$ cat src/hw/flash_prot_map.svh
`ifndef FLASH_PROT_MAP_SVH
`define FLASH_PROT_MAP_SVH

// command opcodes
`define CMD_READ_PROT_STATUS 8'ha7
`define CMD_LOCK_PROT 8'ha6
`define CMD_GENERIC_READ 8'h65
`define CMD_GENERIC_WRITE 8'h71
`define CMD_BLOCK_LOCK_READ 8'h3d
`define CMD_BLOCK_LOCK_READ4 8'he0
`define CMD_BLOCK_LOCK 8'h36
`define CMD_BLOCK_LOCK4 8'he1
`define CMD_BLOCK_UNLOCK 8'h39
`define CMD_BLOCK_UNLOCK4 8'he2
`define CMD_GLOBAL_LOCK 8'h7e
`define CMD_GLOBAL_UNLOCK 8'h98
`define CMD_SET_POINTER 8'hfb
`define CMD_SET_POINTER4 8'he3

// generic register addresses used by 65h / 71h
`define ADDR_PROT_STATUS 32'h0000_0030
`define ADDR_POINTER_REGION 32'h0000_0040

// lock values
`define LOCK_PROTECTED 8'h00
`define LOCK_OPEN 8'hff
`define LOCK_BOOT_ALT 8'hef

// protection status fields
`define PS_LOCK_BIT 0
`define PS_R3PW_BIT 6

// protection mode bit positions
`define MODE_PERM_BIT 0
`define MODE_PW_BIT 2
`define MODE_BOOT_BIT 4
`define MODE_R3PW_BIT 6

// pointer region fields
`define PTR_RESET 32'hffff_ffff
`define PTR_TB_BIT 9
`define PTR_EN_BIT 10
`define PTR_ALL_BIT 11
`define PTR_ADDR_LSB 12
`define PTR_ADDR_MSB 22

`endif

$ cat src/hw/flash_prot_pkg.sv
package flash_prot_pkg;

    typedef struct packed {
        logic valid;
        logic [7:0] opcode;
        logic [31:0] addr;
        logic [31:0] wdata;
    } cmd_s;

    typedef struct packed {
        logic valid;
        logic [31:0] data;
    } rsp_s;

    typedef struct packed {
        logic valid;
        logic [31:0] addr;
    } access_s;

endpackage

$ cat src/hw/flash_region_block_protection.sv
`timescale 1ns/1ps
`include "flash_prot_map.svh"

// How it works
// - status register volatile, reserved bits zero
// - lock low freezes regions and pointer
// - opcode a6 sets configuration lock
// - bit6 mirrors region3 read password
// - bit0 defaults from password, permanent
// - a7 and 65 return status
// - lock access reflects volatile array only
// - boot loads 00 or ef
// - lock commands write 00
// - unlock commands write ff
// - 3d and e0 return lock value
// - pointer written by fb, e3, 71
// - pointer address field defaults ones
// - protect-all covers every sector
// - enable low activates pointer protection
// - top/bottom picks region origin
// - boot bit zero starts unprotected
// - password mode protects regions from boot until a6
// - permanent mode protects without password
module flash_region_block_protection #(
    parameter int NUM_BLOCKS = 128,
    parameter int ADDR_W = 23,
    parameter int BLOCK_LSB = 16
) (
    // clock and reset
    input wire logic clk_sys,
    input wire logic rst,
    // protection mode bits from one-time storage
    input wire logic [7:0] protection_mode_bits,
    // decoded command from the serial front end
    input wire flash_prot_pkg::cmd_s cmd,
    // program or erase request from the array sequencer
    input wire flash_prot_pkg::access_s array_req,
    // register read answer
    output flash_prot_pkg::rsp_s rsp,
    // array permission
    output logic array_grant,
    output logic array_deny,
    // region guards for the security region logic
    output logic region23_write_ok,
    output logic region3_read_pw,
    // visible state
    output logic nv_config_lock,
    output logic [31:0] pointer_region_reg
);

    localparam int IDX_W = $clog2(NUM_BLOCKS);

    // ------------------------------------------------------------
    // elaboration checks
    // ------------------------------------------------------------

    // one cell per block: the index must cover the block span exactly
    if (NUM_BLOCKS < 2) begin : g_bad_count
        $error("flash_region_block_protection: too few blocks");
    end
    if (NUM_BLOCKS != (1 << (ADDR_W - BLOCK_LSB))) begin : g_bad_span
        $error("flash_region_block_protection: block count mismatch");
    end
    // pointer compare works on the fixed a22..a12 field
    if (ADDR_W != `PTR_ADDR_MSB + 1) begin : g_bad_addr
        $error("flash_region_block_protection: address width unsupported");
    end

    // ------------------------------------------------------------
    // boot sequencing
    // ------------------------------------------------------------

    // modes are caught after reset release, never at the async edge
    logic boot_pending_r;
    logic [7:0] mode_r;
    logic boot_load;

    assign boot_load = boot_pending_r;

    // mode bits are programmed to 0, so a 1 means the mode was never chosen
    logic pw_mode_unset;
    logic perm_mode_unset;
    logic lock_boot_set;

    assign pw_mode_unset = protection_mode_bits[`MODE_PW_BIT];
    assign perm_mode_unset = protection_mode_bits[`MODE_PERM_BIT];
    assign lock_boot_set = protection_mode_bits[`MODE_BOOT_BIT];

    // mode copy feeds the status mirror and the read guard

    always_ff @(posedge clk_sys or posedge rst) begin
        if (rst) begin
            boot_pending_r <= 1'b1;
        end else begin
            boot_pending_r <= 1'b0;
        end
    end

    always_ff @(posedge clk_sys or posedge rst) begin
        if (rst) begin
            mode_r <= 8'hff;
        end else if (boot_pending_r) begin
            mode_r <= protection_mode_bits;
        end
    end

    // ------------------------------------------------------------
    // command decode
    // ------------------------------------------------------------

    logic op_lock_prot;
    logic op_status_rd;
    logic op_generic_rd;
    logic op_lock_rd;
    logic op_blk_lock;
    logic op_blk_unlock;
    logic op_glb_lock;
    logic op_glb_unlock;
    logic op_ptr_write;
    logic [IDX_W-1:0] cmd_idx;
    logic addr_is_status;
    logic addr_is_ptr;

    // generic register accesses are steered by address
    assign addr_is_status = (cmd.addr == `ADDR_PROT_STATUS);
    assign addr_is_ptr = (cmd.addr == `ADDR_POINTER_REGION);
    assign op_lock_prot = cmd.valid & (cmd.opcode == `CMD_LOCK_PROT);
    assign op_status_rd = cmd.valid & (cmd.opcode == `CMD_READ_PROT_STATUS);
    assign op_generic_rd = cmd.valid & (cmd.opcode == `CMD_GENERIC_READ);
    assign op_lock_rd = cmd.valid & ((cmd.opcode == `CMD_BLOCK_LOCK_READ) |
                        (cmd.opcode == `CMD_BLOCK_LOCK_READ4));
    assign op_blk_lock = cmd.valid & ((cmd.opcode == `CMD_BLOCK_LOCK) |
                         (cmd.opcode == `CMD_BLOCK_LOCK4));
    assign op_blk_unlock = cmd.valid & ((cmd.opcode == `CMD_BLOCK_UNLOCK) |
                           (cmd.opcode == `CMD_BLOCK_UNLOCK4));
    assign op_glb_lock = cmd.valid & (cmd.opcode == `CMD_GLOBAL_LOCK);
    assign op_glb_unlock = cmd.valid & (cmd.opcode == `CMD_GLOBAL_UNLOCK);
    assign op_ptr_write = cmd.valid & ((cmd.opcode == `CMD_SET_POINTER) |
                          (cmd.opcode == `CMD_SET_POINTER4) |
                          ((cmd.opcode == `CMD_GENERIC_WRITE) & addr_is_ptr));
    // lock commands pick their cell from the block field alone
    assign cmd_idx = cmd.addr[BLOCK_LSB +: IDX_W];

    // ------------------------------------------------------------
    // protection status register
    // ------------------------------------------------------------

    logic lock_r;
    logic lock_default;
    logic lock_nxt;
    logic [7:0] status_val;

    // default open only when neither lasting mode is chosen
    // password mode holds the lock low at boot
    // permanent mode holds the lock low at boot
    assign lock_default = pw_mode_unset & perm_mode_unset;

    // a6 sets the lock to one; boot outranks it in one cycle
    assign lock_nxt = boot_load ? lock_default :
                      op_lock_prot ? 1'b1 : lock_r;

    always_ff @(posedge clk_sys or posedge rst) begin
        if (rst) begin
            lock_r <= 1'b0;
        end else begin
            lock_r <= lock_nxt;
        end
    end

    // volatile read-only, reserved bits read zero
    // bit 6 mirrors region 3 password mode bit
    always_comb begin
        status_val = 8'h00;
        status_val[`PS_LOCK_BIT] = lock_r;
        status_val[`PS_R3PW_BIT] = mode_r[`MODE_R3PW_BIT];
    end

    // ------------------------------------------------------------
    // volatile block lock array
    // ------------------------------------------------------------

    logic [7:0] boot_val;
    logic [7:0] lock_vals [NUM_BLOCKS];

    // boot value from the lock-boot bit
    // bit programmed low starts everything open
    assign boot_val = lock_boot_set ? `LOCK_PROTECTED : `LOCK_BOOT_ALT;

    // only volatile cells, no backing copy
    for (genvar i = 0; i < NUM_BLOCKS; i++) begin : g_cell
        logic sel;
        logic lock_hit;
        logic open_hit;
        assign sel = (cmd_idx == IDX_W'(i));
        assign lock_hit = op_glb_lock | (op_blk_lock & sel);
        assign open_hit = op_glb_unlock | (op_blk_unlock & sel);
        lock_cell u_cell (
            .clk_sys(clk_sys),
            .rst(rst),
            .boot_val(boot_val),
            .load_boot(boot_load),
            .set_lock(lock_hit),
            .set_open(open_hit),
            .lock_val(lock_vals[i])
        );
    end

    // ------------------------------------------------------------
    // pointer region register
    // ------------------------------------------------------------

    logic [31:0] ptr_r;
    logic [31:0] ptr_nxt;
    logic ptr_write_ok;

    // refused write leaves register as is
    assign ptr_write_ok = op_ptr_write & lock_r & ~boot_load;
    // a write during the boot cycle is dropped, never held over
    assign ptr_nxt = ptr_write_ok ? cmd.wdata : ptr_r;

    // all ones at reset; flops stand in for the nonvolatile cells
    always_ff @(posedge clk_sys or posedge rst) begin
        if (rst) begin
            ptr_r <= `PTR_RESET;
        end else begin
            ptr_r <= ptr_nxt;
        end
    end

    // ------------------------------------------------------------
    // array access check
    // ------------------------------------------------------------

    logic ptr_hit;
    logic [IDX_W-1:0] req_idx;
    logic blk_locked;
    logic req_protected;
    logic grant_nxt;
    logic deny_nxt;

    assign req_idx = array_req.addr[BLOCK_LSB +: IDX_W];
    assign blk_locked = (lock_vals[req_idx] == `LOCK_PROTECTED);

    pointer_check #(
        .ADDR_W(ADDR_W),
        .BLOCK_LSB(`PTR_ADDR_LSB)
    ) u_ptr (
        .ptr_reg(ptr_r),
        .target(array_req.addr[ADDR_W-1:0]),
        .hit(ptr_hit)
    );

    assign req_protected = blk_locked | ptr_hit;
    // a refused access only answers deny; the sequencer leaves the array alone
    assign grant_nxt = array_req.valid & ~req_protected;
    assign deny_nxt = array_req.valid & req_protected;

    always_ff @(posedge clk_sys or posedge rst) begin
        if (rst) begin
            array_grant <= 1'b0;
            array_deny <= 1'b0;
        end else begin
            array_grant <= grant_nxt;
            array_deny <= deny_nxt;
        end
    end

    // ------------------------------------------------------------
    // read answers
    // ------------------------------------------------------------

    logic [31:0] rd_data;
    logic rd_hit;
    logic gen_status;
    logic gen_ptr;
    logic sel_status;
    logic [31:0] status_word;
    logic [31:0] lock_word;
    logic [31:0] rsp_data_nxt;

    assign gen_status = op_generic_rd & addr_is_status;
    assign gen_ptr = op_generic_rd & addr_is_ptr;
    assign sel_status = op_status_rd | gen_status;
    assign status_word = {24'h00_0000, status_val};
    // only the block field of the address counts, higher bits are ignored
    assign lock_word = {24'h00_0000, lock_vals[cmd_idx]};
    // unmapped generic reads are left to other register blocks
    assign rd_hit = op_status_rd | gen_status | gen_ptr | op_lock_rd;
    assign rd_data = sel_status ? status_word :
                     gen_ptr ? ptr_r :
                     op_lock_rd ? lock_word : 32'h0000_0000;
    // zero between answers so a stale word never rides on a dead strobe
    assign rsp_data_nxt = rd_hit ? rd_data : 32'h0000_0000;

    always_ff @(posedge clk_sys or posedge rst) begin
        if (rst) begin
            rsp <= '0;
        end else begin
            rsp.valid <= rd_hit;
            rsp.data <= rsp_data_nxt;
        end
    end

    // ------------------------------------------------------------
    // guard outputs
    // ------------------------------------------------------------

    logic write_ok_nxt;
    logic read_pw_nxt;

    // regions 2 and 3 writable only when lock is one
    assign write_ok_nxt = lock_r;
    // region 3 read needs password when both low
    assign read_pw_nxt = ~mode_r[`MODE_R3PW_BIT] & ~lock_r;

    always_ff @(posedge clk_sys or posedge rst) begin
        if (rst) begin
            region23_write_ok <= 1'b0;
            region3_read_pw <= 1'b0;
            nv_config_lock <= 1'b0;
            pointer_region_reg <= `PTR_RESET;
        end else begin
            region23_write_ok <= write_ok_nxt;
            region3_read_pw <= read_pw_nxt;
            // visible copies trail the internal state by one cycle
            nv_config_lock <= lock_r;
            pointer_region_reg <= ptr_r;
        end
    end

endmodule // flash_region_block_protection

$ cat src/hw/lock_cell.sv
`timescale 1ns/1ps
`include "flash_prot_map.svh"

module lock_cell (
    // clock and reset
    input wire logic clk_sys,
    input wire logic rst,
    // boot value and control
    input wire logic [7:0] boot_val,
    input wire logic load_boot,
    input wire logic set_lock,
    input wire logic set_open,
    // state
    output logic [7:0] lock_val
);

    logic [7:0] lock_r;
    logic [7:0] lock_nxt;

    // lock wins over unlock if both ever coincide: safer side
    assign lock_nxt = load_boot ? boot_val :
                      set_lock ? `LOCK_PROTECTED :
                      set_open ? `LOCK_OPEN : lock_r;

    // reset to protected, boot loader follows
    always_ff @(posedge clk_sys or posedge rst) begin
        if (rst) begin
            lock_r <= `LOCK_PROTECTED;
        end else begin
            lock_r <= lock_nxt;
        end
    end

    assign lock_val = lock_r;

endmodule // lock_cell

$ cat src/hw/pointer_check.sv
`timescale 1ns/1ps
`include "flash_prot_map.svh"

module pointer_check #(
    parameter int ADDR_W = 23,
    parameter int BLOCK_LSB = 12
) (
    // pointer register and target
    input wire logic [31:0] ptr_reg,
    input wire logic [ADDR_W-1:0] target,
    // result
    output logic hit
);

    if (ADDR_W != `PTR_ADDR_MSB + 1 || BLOCK_LSB != `PTR_ADDR_LSB) begin : g_bad_geometry
        $error("pointer_check: unsupported address geometry");
    end

    logic [10:0] ptr_blk;
    logic [10:0] tgt_blk;
    logic active;
    logic in_top;
    logic in_bottom;

    assign ptr_blk = ptr_reg[`PTR_ADDR_MSB:`PTR_ADDR_LSB];
    assign tgt_blk = target[ADDR_W-1:BLOCK_LSB];
    assign active = ~ptr_reg[`PTR_EN_BIT];
    assign in_top = tgt_blk >= ptr_blk;
    assign in_bottom = tgt_blk <= ptr_blk;
    assign hit = active & (ptr_reg[`PTR_ALL_BIT] |
                 (ptr_reg[`PTR_TB_BIT] ? in_bottom : in_top));

endmodule // pointer_check

$ cat config.mk
export PLATFORM = sky130hd
export DESIGN_NAME = flash_region_block_protection
export DESIGN_NICKNAME = d
export VERILOG_FILES = /design/src/hw/flash_prot_pkg.sv /design/src/hw/flash_region_block_protection.sv /design/src/hw/lock_cell.sv /design/src/hw/pointer_check.sv
export VERILOG_INCLUDE_DIRS = /design/src /design/src/hw
export SDC_FILE = /design/constraint.sdc
export NUM_CORES = 1
export LEC_CHECK = 0
export BUFFER_PORTS_ARGS = -buffer_cell sky130_fd_sc_hd__buf_2
export CORE_ASPECT_RATIO = 1.25
export CORE_MARGIN = 3
export CORE_UTILIZATION = 35
export CTS_CLUSTER_SIZE = 40
export DETAILED_ROUTE_END_ITERATION = 6
export GPL_TIMING_DRIVEN = 0
export SLEW_MARGIN = 15
export SYNTH_ARGS = -nofsm -noshare
export SYNTH_HDL_FRONTEND = slang
export SYNTH_SLANG_ARGS = --single-unit
$ cat constraint.sdc
create_clock -name clk_sys -period 14.1 [get_ports clk_sys]
set_clock_uncertainty 0.15 [all_clocks]
set_input_delay 0 -clock clk_sys [delete_from_list [all_inputs] [get_ports clk_sys]]
set_output_delay 0 -clock clk_sys [all_outputs]
set_load 0.03 [all_outputs]
==> summary.txt, run 1 <==
Placement
  – IO buf count: between 150 and 200
  – GPL Wtd Cong: 1.04
  – Placed Area: 0.0198 mm^2
  – Hpwl dp: slightly below 60000 um

Power and ir drop
  – Leakage: 9.18 nW
  – Clock network power share: 0.447
  – Switch share: 0.273
  – Flop pwr share: 0.432
  – Maximum vdd ir drop: 0.0740 mV
  – Total power: ~0.0026 W
  – Power density over cell area: 119 mW/mm^2
  – Sw Pwr: 0.000705 W
  – Power Internal: 0.00188 W
  – Combinational power share: 0.121

Timing
  – Least-Margin Pin Slew: ~1.4 ns
  – Setup_tns: 0 ns
  – RSZ-0062 raised after global routing: no
  – Max Clk Rate: 236 MHz
  – Fin crit share: 0.301
  – Setup violators final: 0
  – Tmin final: 4.24 ns
  – Hold WS: 0.0292 ns
  – Fin. Hold Viols: 0
  – Fin. max-slew vios: 0
  – Max-slew headroom: 0.0924

Global route
  – Met2 GRT Util: 0.462
  – Layer with the highest usage: met2
  – Tot GR Track Use: 0.301
  – Overflow after GRT: 0
  – Met1 usage: 0.355
  – Vias in the first global route: 17200
  – Antenna violations before repair: 5
  – GR Layer Usage met3: 0.0802
  – Largest net degree at the start of global routing: 116
  – Global-route wire length before repair: 119000 um

CTS
  – TritonCTS clock tree: yes
  – CTS buffer count: 40
  – Clk sink count: 360
  – Clock buffer depth: 3
  – Clk Latency, worst-skew pair: 0.58 ns
  – CTS resizes: 0
  – Clock Tree Root: clkbuf_16
  – CTS clk-pin slew, worst paths: 0.07 ns
  – H-tree depth: 2
  – Post-CTS Setup Inserts: 0

Synth
  – Most used DFF post-synth: dfrtp_1
  – Asr flop ratio synth: 1.00
  – Syn Area/Cell: 9.68 um^2
  – Sequential share of the synthesized area: 0.503
  – Flops & latches, synth: 360
  – Cells after synthesis: 1868
  – Post-synthesis instance area: 0.0181 mm^2
  – Synth cell types: 72
  – Syn nets: 1995
  – EDFF count, synth: 0
  – Synth warn: 0

Route
  – Drt wl/cell: approximately 30 um
  – Residual DRC count: 0
  – Routed Antenna Nets: 0
  – Drt via density: 6.22
  – DRT Pass-1 Iters: 6
  – Final WL: ~84000 um
  – Routed via count: 17500
  – DRT iter0 DRCs: 2455

Status
  – Status: complete, no violations

Layout
  – Fill cells: 4875
  – Area Overhead vs Synth: 20.1%
  – Share of layout cells above drive strength 1: 0.198
  – NumNets Final: 2246
  – Fin area: 0.0217 mm^2
  – Number of flip-flops in the largest register: 256

Die
  – Die W: 209 um
  – Row count: 92
  – Effective utilization at floorplan: 0.356
  – Die ar.: 0.0545 mm^2
  – Top Ports: about 190
  – Die height: 260 um
  – Core area: approximately 0.05 mm^2

Critical path
  – CP Class: input port to register
  – Worst path arrival time: 4.59 ns
  – Crit. End Element: register
  – Required time of the critical path: 14.44 ns
  – CP startpoint kind: input port
  – Worst-path fanout max: 10

Run
  – Maxcap violations: 0

Hold path
  – Min-Delay Path Class: input port to register
==> cell usage in the layout (no fill, tap or decap), types with 12 or more instances in the layout <==
master,synthesis,final
a211oi_1,27,27
nor2b_1,12,12
dfrtp_1,294,294
clkbuf_1,107,112
inv_1,19,18
buf_2,14,170
mux4_2,64,64
and2_1,17,17
dfstp_2,66,66
a21oi_1,34,34
nor2_1,465,465
o21ai_0,393,393
dlygate4sd3_1,0,50
nand3_1,20,20
mux2_4,30,30
nand2_1,37,37
nor3_1,75,75
clkbuf_16,0,42
==> through the flow <==
stage	std cells	setup slack, ns	utilization
after detailed placement	2685	9.45	0.390
after global placement	2682	0.239	0.388
after CTS	2808	10.04	0.428
after floorplan	1868	4.07	-
final	2810	9.86	0.428
after global routing	2809	9.91	0.428
==> kinds of logic (layout without fill, tap and decap cells) <==
kind of cell / Yosys count / in the layout / share of synthesized area
AOI/OAI and AO/OA: 542 / 542 / 0.169
xor gates and xnor gates: 1 / 1 / 0.000484
adders and majority gates: 11 / 11 / 0.00761
buffers and inverters: 156 / 438 / 0.0362
DFF: 360 / 360 / 0.503
muxes: 114 / 114 / 0.120
other: 1 / 3 / 0.000207
and+or+nand+nor: 683 / 683 / 0.163
==> routing by layer <==
layer  share of wire  vias to the layer above  wire length, um
met2            0.43                     1360            36500
met3            0.12                      414             9820
li1                -                     7166                -
met5        0.000083                        -                7
met1            0.35                     8525            29500
met4           0.099                        2             8350
==> synth_stat cells, types with 7 or more instances <==
master	n	area (um^2)
a2111oi_0	7	61.3
a211oi_1	27	203
a21o_1	7	52.6
a21oi_1	34	170
a22oi_1	10	75.1
and2_1	17	106
buf_1	7	26.3
buf_2	14	70.1
clkbuf_1	107	402
dfrtp_1	294	7360
dfstp_2	66	1730
ha_1	11	138
inv_1	19	71.3
mux2_4	30	450
mux2i_1	11	110
mux4_2	64	1440
nand2_1	37	139
nand2b_1	9	56.3
nand3_1	20	100
nor2_1	465	1750
nor2b_1	12	75.1
nor3_1	75	375
nor4_1	11	68.8
o211ai_1	9	67.6
o21ai_0	393	1970
o21ai_1	8	40.0
or3_1	8	50.1
==> layout make-up <==
type / instances / area [um^2] / area share
Sequential cell: 360 / 9090 / 0.418
Multi-Input combinational cell: 1352 / 8340 / 0.384
Timing Repair Buffer: 209 / 1360 / 0.0628
Clock buffer: 54 / 1170 / 0.0537
Tap cell: 658 / 823 / 0.0379
Buffer: 137 / 584 / 0.0269
Clock inverter: 19 / 277 / 0.0127
Inverter: 19 / 78.8 / 0.00363
Antenna cell: 2 / 5.00 / 0.000230
==> worst max-delay path, cell delays in order <==
cell	delay, ns
buf_2	0.22
clkbuf_1	0.79
buf_2	0.61
buf_1	0.89
o211ai_1	0.19
a2111oi_1	0.91
a211o_1	0.19
o211ai_1	0.11
o211ai_1	0.42
and2_1	0.25
==> worst paths after layout <==
check	depth (start not counted)	start	endpoint	slack [ns]
setup reg to reg	7	g_cell[110].u_cell.lock_val[4]	rsp[4]	10.90
max in group asynchronous	5	rst	g_cell[69].u_cell.lock_val[6]	12.29
min in group asynchronous	4	rst	rsp[1]	0.49
hold reg to reg	0	ptr_r[25]	pointer_region_reg[25]	0.22
setup / recovery	10	array_req[17]	array_deny	9.86
hold / removal	5	array_req[22]	array_grant	0.03
==> power groups by stage <==
stage,combinational (W),sequential (W),clock (W)
after floorplan,0.000164,0.00113,0
after global routing,0.000330,0.00112,0.00121
after CTS,0.000303,0.00111,0.00117
final,0.000314,0.00112,0.00116
after detailed placement,0.000292,0.00113,0
after global placement,0.000286,0.00113,0
==> repair_timing <==
item,CTS,global route
setup endpoints to repair,0,0
hold buffers,50,0
endpoints found under the hold margin,350,0
Power figures use the tool's default switching activity.
==> run 2, diff against run 1 <==
--- a/config.mk
+++ b/config.mk
@@ -6,6 +6,7 @@
 export SDC_FILE = /design/constraint.sdc
 export NUM_CORES = 1
 export LEC_CHECK = 0
+export ABC_AREA = 1
 export BUFFER_PORTS_ARGS = -buffer_cell sky130_fd_sc_hd__buf_2
 export CORE_ASPECT_RATIO = 1.25
 export CORE_MARGIN = 3
==> constraint.sdc (replaced) <==
create_clock -name clk_sys -period 3.6 [get_ports clk_sys]
set_clock_uncertainty 0.15 [all_clocks]
set_input_delay 0 -clock clk_sys [delete_from_list [all_inputs] [get_ports clk_sys]]
set_output_delay 0 -clock clk_sys [all_outputs]
set_load 0.03 [all_outputs]
==> run 2 against run 1 <==
Compared with the run above: the flow now finishes with violations (design-rule violations, negative setup slack); sequential power grew to 3.9 times the previous value; power grew to 4.1 times the previous value; via count grew 29%; clock power grew to 4.1 times the previous value; hold slack lost 0.011 ns; highest routed layer unchanged.
==> summary.txt, run 2 <==
Route
  – Residual DRC count: 41 (was 0)
  – Routed Antenna Nets: 0 (unchanged)
  – Final WL: 116000 um (was 84100 um)
  – Drt wl/cell: 31.0 um (was 29.9 um)
  – DRT iter0 DRCs: 2990 (was 2455)
  – Drt via density: 6.01 (was 6.22)
  – Routed via count: 22500 (was 17500)
  – DRT Pass-1 Iters: 7 (was 6)

Synth
  – Top-count cell post-synth: nand2_1 (was nor2_1)
  – Post-synthesis instance area: 0.0198 mm^2 (was 0.0181 mm^2)
  – Cell accounting for the most synthesized area: dfrtp_1 (unchanged)
  – Cells taking the most area after synthesis: dfrtp_1 37%, nand2_1 14%, dfstp_2 8.8% (was dfrtp_1 41%, o21ai_0 11%, nor2_1 9.6%)
  – Sequential share of the synthesized area: 0.459 (was 0.503)
  – Post-synth top area share: 0.372 (was 0.407)
  – Flops & latches, synth: 360 (unchanged)
  – EDFF count, synth: 0 (unchanged)
  – Synth cell types: 40 (was 72)
  – Synth warn: 0 (unchanged)
  – Synth top cells by count: 721 x nand2_1, 301 x o21ai_0, 294 x dfrtp_1, 287 x inv_1, 253 x nor2_1 (was 465 x nor2_1, 393 x o21ai_0, 294 x dfrtp_1, 107 x clkbuf_1, 75 x nor3_1)
  – Syn Area/Cell: 7.35 um^2 (was 9.68 um^2)
  – Syn nets: 2819 (was 1995)
  – Most used DFF post-synth: dfrtp_1 (unchanged)
  – Asr flop ratio synth: 1.00 (unchanged)
  – Cells after synthesis: 2692 (was 1868)

Placement
  – Hpwl dp: 80600 um (was 59400 um)
  – GPL Wtd Cong: 1.03 (was 1.04)
  – Place WS: -0.534 ns (was 9.45 ns)
  – Placed cell count: 3598 (was 2685)
  – IO buf count: 157 (was 156)
  – Placed Area: 0.0218 mm^2 (was 0.0198 mm^2)

Status
  – Failing checks: design-rule violations, negative setup slack
  – Status: finished with violations (was complete, no violations)

Critical path
  – Required time of the critical path: 3.96 ns (was 14.44 ns)
  – Crit. End Element: register (unchanged)
  – Worst-path fanout max: 9 (was 10)
  – Worst path arrival time: 4.27 ns (was 4.59 ns)
  – CP Class: input port to register (unchanged)
  – CP startpoint kind: input port (unchanged)

Global route
  – Tot GR Track Use: 0.378 (was 0.301)
  – Vias in the first global route: 21400 (was 17200)
  – Global-route wire length before repair: 157000 um (was 119000 um)
  – Antenna violations before repair: 8 (was 5)
  – Largest net degree at the start of global routing: 38 (was 116)
  – Overflow after GRT: 0 (unchanged)

CTS
  – TritonCTS clock tree: yes (unchanged)
  – H-tree depth: 2 (unchanged)
  – Clk sink count: 360 (unchanged)
  – Clock buffer depth: 3 (unchanged)
  – CTS clk-pin slew, worst paths: 0.06 ns (was 0.07 ns)
  – Post-CTS Setup Inserts: 0 (unchanged)
  – Clk Latency, worst-skew pair: 0.59 ns (was 0.58 ns)
  – Clock Tree Root: clkbuf_16 (unchanged)
  – CTS buffer count: 41 (was 40)

Layout
  – Share of layout cells above drive strength 1: 0.126 (was 0.198)
  – Area Overhead vs Synth: 20.9% (was 20.1%)
  – Number of flip-flops in the largest register: 256 (unchanged)
  – Fin area: 0.0239 mm^2 (was 0.0217 mm^2)
  – Fin cells: 3737 (was 2810)
  – NumNets Final: 3094 (was 2246)
  – Most frequent cells in the layout: 721 x nand2_1, 301 x o21ai_0, 294 x dfrtp_1, 286 x inv_1, 247 x nor2_1 (was 465 x nor2_1, 393 x o21ai_0, 294 x dfrtp_1, 170 x buf_2, 112 x clkbuf_1)
  – Most common library cell in the layout ignoring fill and taps: nand2_1 (was nor2_1)

Timing
  – Tmin final: 3.91 ns
  – Setup_tns: -6.55 ns (was 0 ns)
  – Fin. Hold Viols: 0 (unchanged)
  – Max-slew headroom: 0.0349 (was 0.0924)
  – RSZ-0062 raised after global routing: no (unchanged)
  – Setup violators final: 68 (was 0)
  – Max Clk Rate: 256 MHz
  – Least-Margin Pin Slew: 1.45 ns (was 1.36 ns)
  – Fin. max-slew vios: 0 (unchanged)
  – Final WS setup: -0.307 ns (was 9.86 ns)
  – Fin crit share: 1.09
  – Hold WS: 0.0178 ns (was 0.0292 ns)

Die
  – Die ar.: 0.0595 mm^2 (was 0.0545 mm^2)
  – Top Ports: 186 (unchanged)
  – Effective utilization at floorplan: 0.357 (was 0.356)
  – Core area: 0.0554 mm^2 (was 0.0508 mm^2)
  – Row count: 96 (was 92)
  – Die height: 272 um (was 260 um)
  – Die W: 219 um (was 209 um)

Power and ir drop
  – Leakage: 12.5 nW (was 9.18 nW)
  – Maximum vdd ir drop: 0.326 mV (was 0.0740 mV)
  – Power density over cell area: 442 mW/mm^2 (was 119 mW/mm^2)

Run
  – Maxcap violations: 0 (unchanged)

Hold path
  – Min-Delay Path Class: input port to register (unchanged)
[run 2: timing repair]
| item | 4_1_cts | 5_1_grt |
|---|---|---|
| endpoints found under the hold margin | 144 | 0 |
| endpoints found under the setup margin | 0 | 4 |
| resized for setup | 0 | 4 |
| hold buffers | 61 | 0 |
[run 2: per-layer routing]
layer | vias up | part of all wire | global-route usage
met2 | 1797 | 0.42 | 0.570
met4 | 6 | 0.098 | 0.289
met3 | 552 | 0.12 | 0.119
met5 | - | 0.00035 | 0
met1 | 10700 | 0.36 | 0.448
li1 | 9426 | - | -
[run 2: cells by family (layout without fill, tap and decap cells)]
family | after synthesis | after routing | synth area share
flip-flops | 360 | 360 | 0.459
AND/OR/NAND/NOR | 1212 | 1212 | 0.250
buffers and inverters | 472 | 779 | 0.0923
other | 1 | 4 | 0.000189
adder cells (fa/ha/maj) | 11 | 11 | 0.00695
AO/OA/AOI/OAI | 636 | 636 | 0.191
[run 2: cell type report]
| cell class | instances | area, um^2 |
|---|---|---|
| diodes | 3 | 7.51 |
| plain buffers | 164 | 696 |
| clock buffers | 57 | 1200 |
| clock inverters | 18 | 284 |
| fillers | 5682 | 31400 |
| inverters | 307 | 1160 |
| multi-input cells | 1860 | 8890 |
| flip-flops and latches | 360 | 9090 |
| well taps | 735 | 920 |
| repair buffers | 233 | 1680 |
[run 2: worst paths after layout]
path                                              start                        endpoint  slack, ns  cells past startpoint
worst max-delay path                            cmd[49]   g_cell[94].u_cell.lock_val[6]      -0.31                      9
worst min-delay path            protection_mode_bits[6]                       mode_r[6]       0.02                      4
worst max register to register                boot_load  g_cell[105].u_cell.lock_val[4]      -0.15                      7
worst min register to register                ptr_r[13]          pointer_region_reg[13]       0.21                      0
max in group asynchronous                           rst   g_cell[71].u_cell.lock_val[4]       1.36                      8
min in group asynchronous                           rst   g_cell[53].u_cell.lock_val[4]       0.54                      4
[run 2: critical path, stage by stage]
cell and delay, ns:
buf_2 0.22, inv_2 0.08, nor2_2 0.74, inv_2 0.22, nor2_2 1.00, clkinv_1 1.08, o31ai_1 0.67, o21ai_0 0.15
nand2_1 0.08
[run 2: per-stage QoR]
| stage | total power (W) | utilization |
|---|---|---|
| final | 0.0106 | 0.432 |
| after global routing | 0.0108 | 0.432 |
| after CTS | 0.0105 | 0.432 |
| after detailed placement | 0.00580 | 0.394 |
| after global placement | 0.00576 | 0.388 |
| after floorplan | 0.00507 | - |
[run 2: power breakdown]
part           leakage (nW)  internal (W)  switching (W)  total (W)
Clock                 0.734       0.00284        0.00187    0.00471
Combinational          7.18      0.000373        0.00114    0.00151
Sequential             4.56       0.00421       0.000134    0.00435
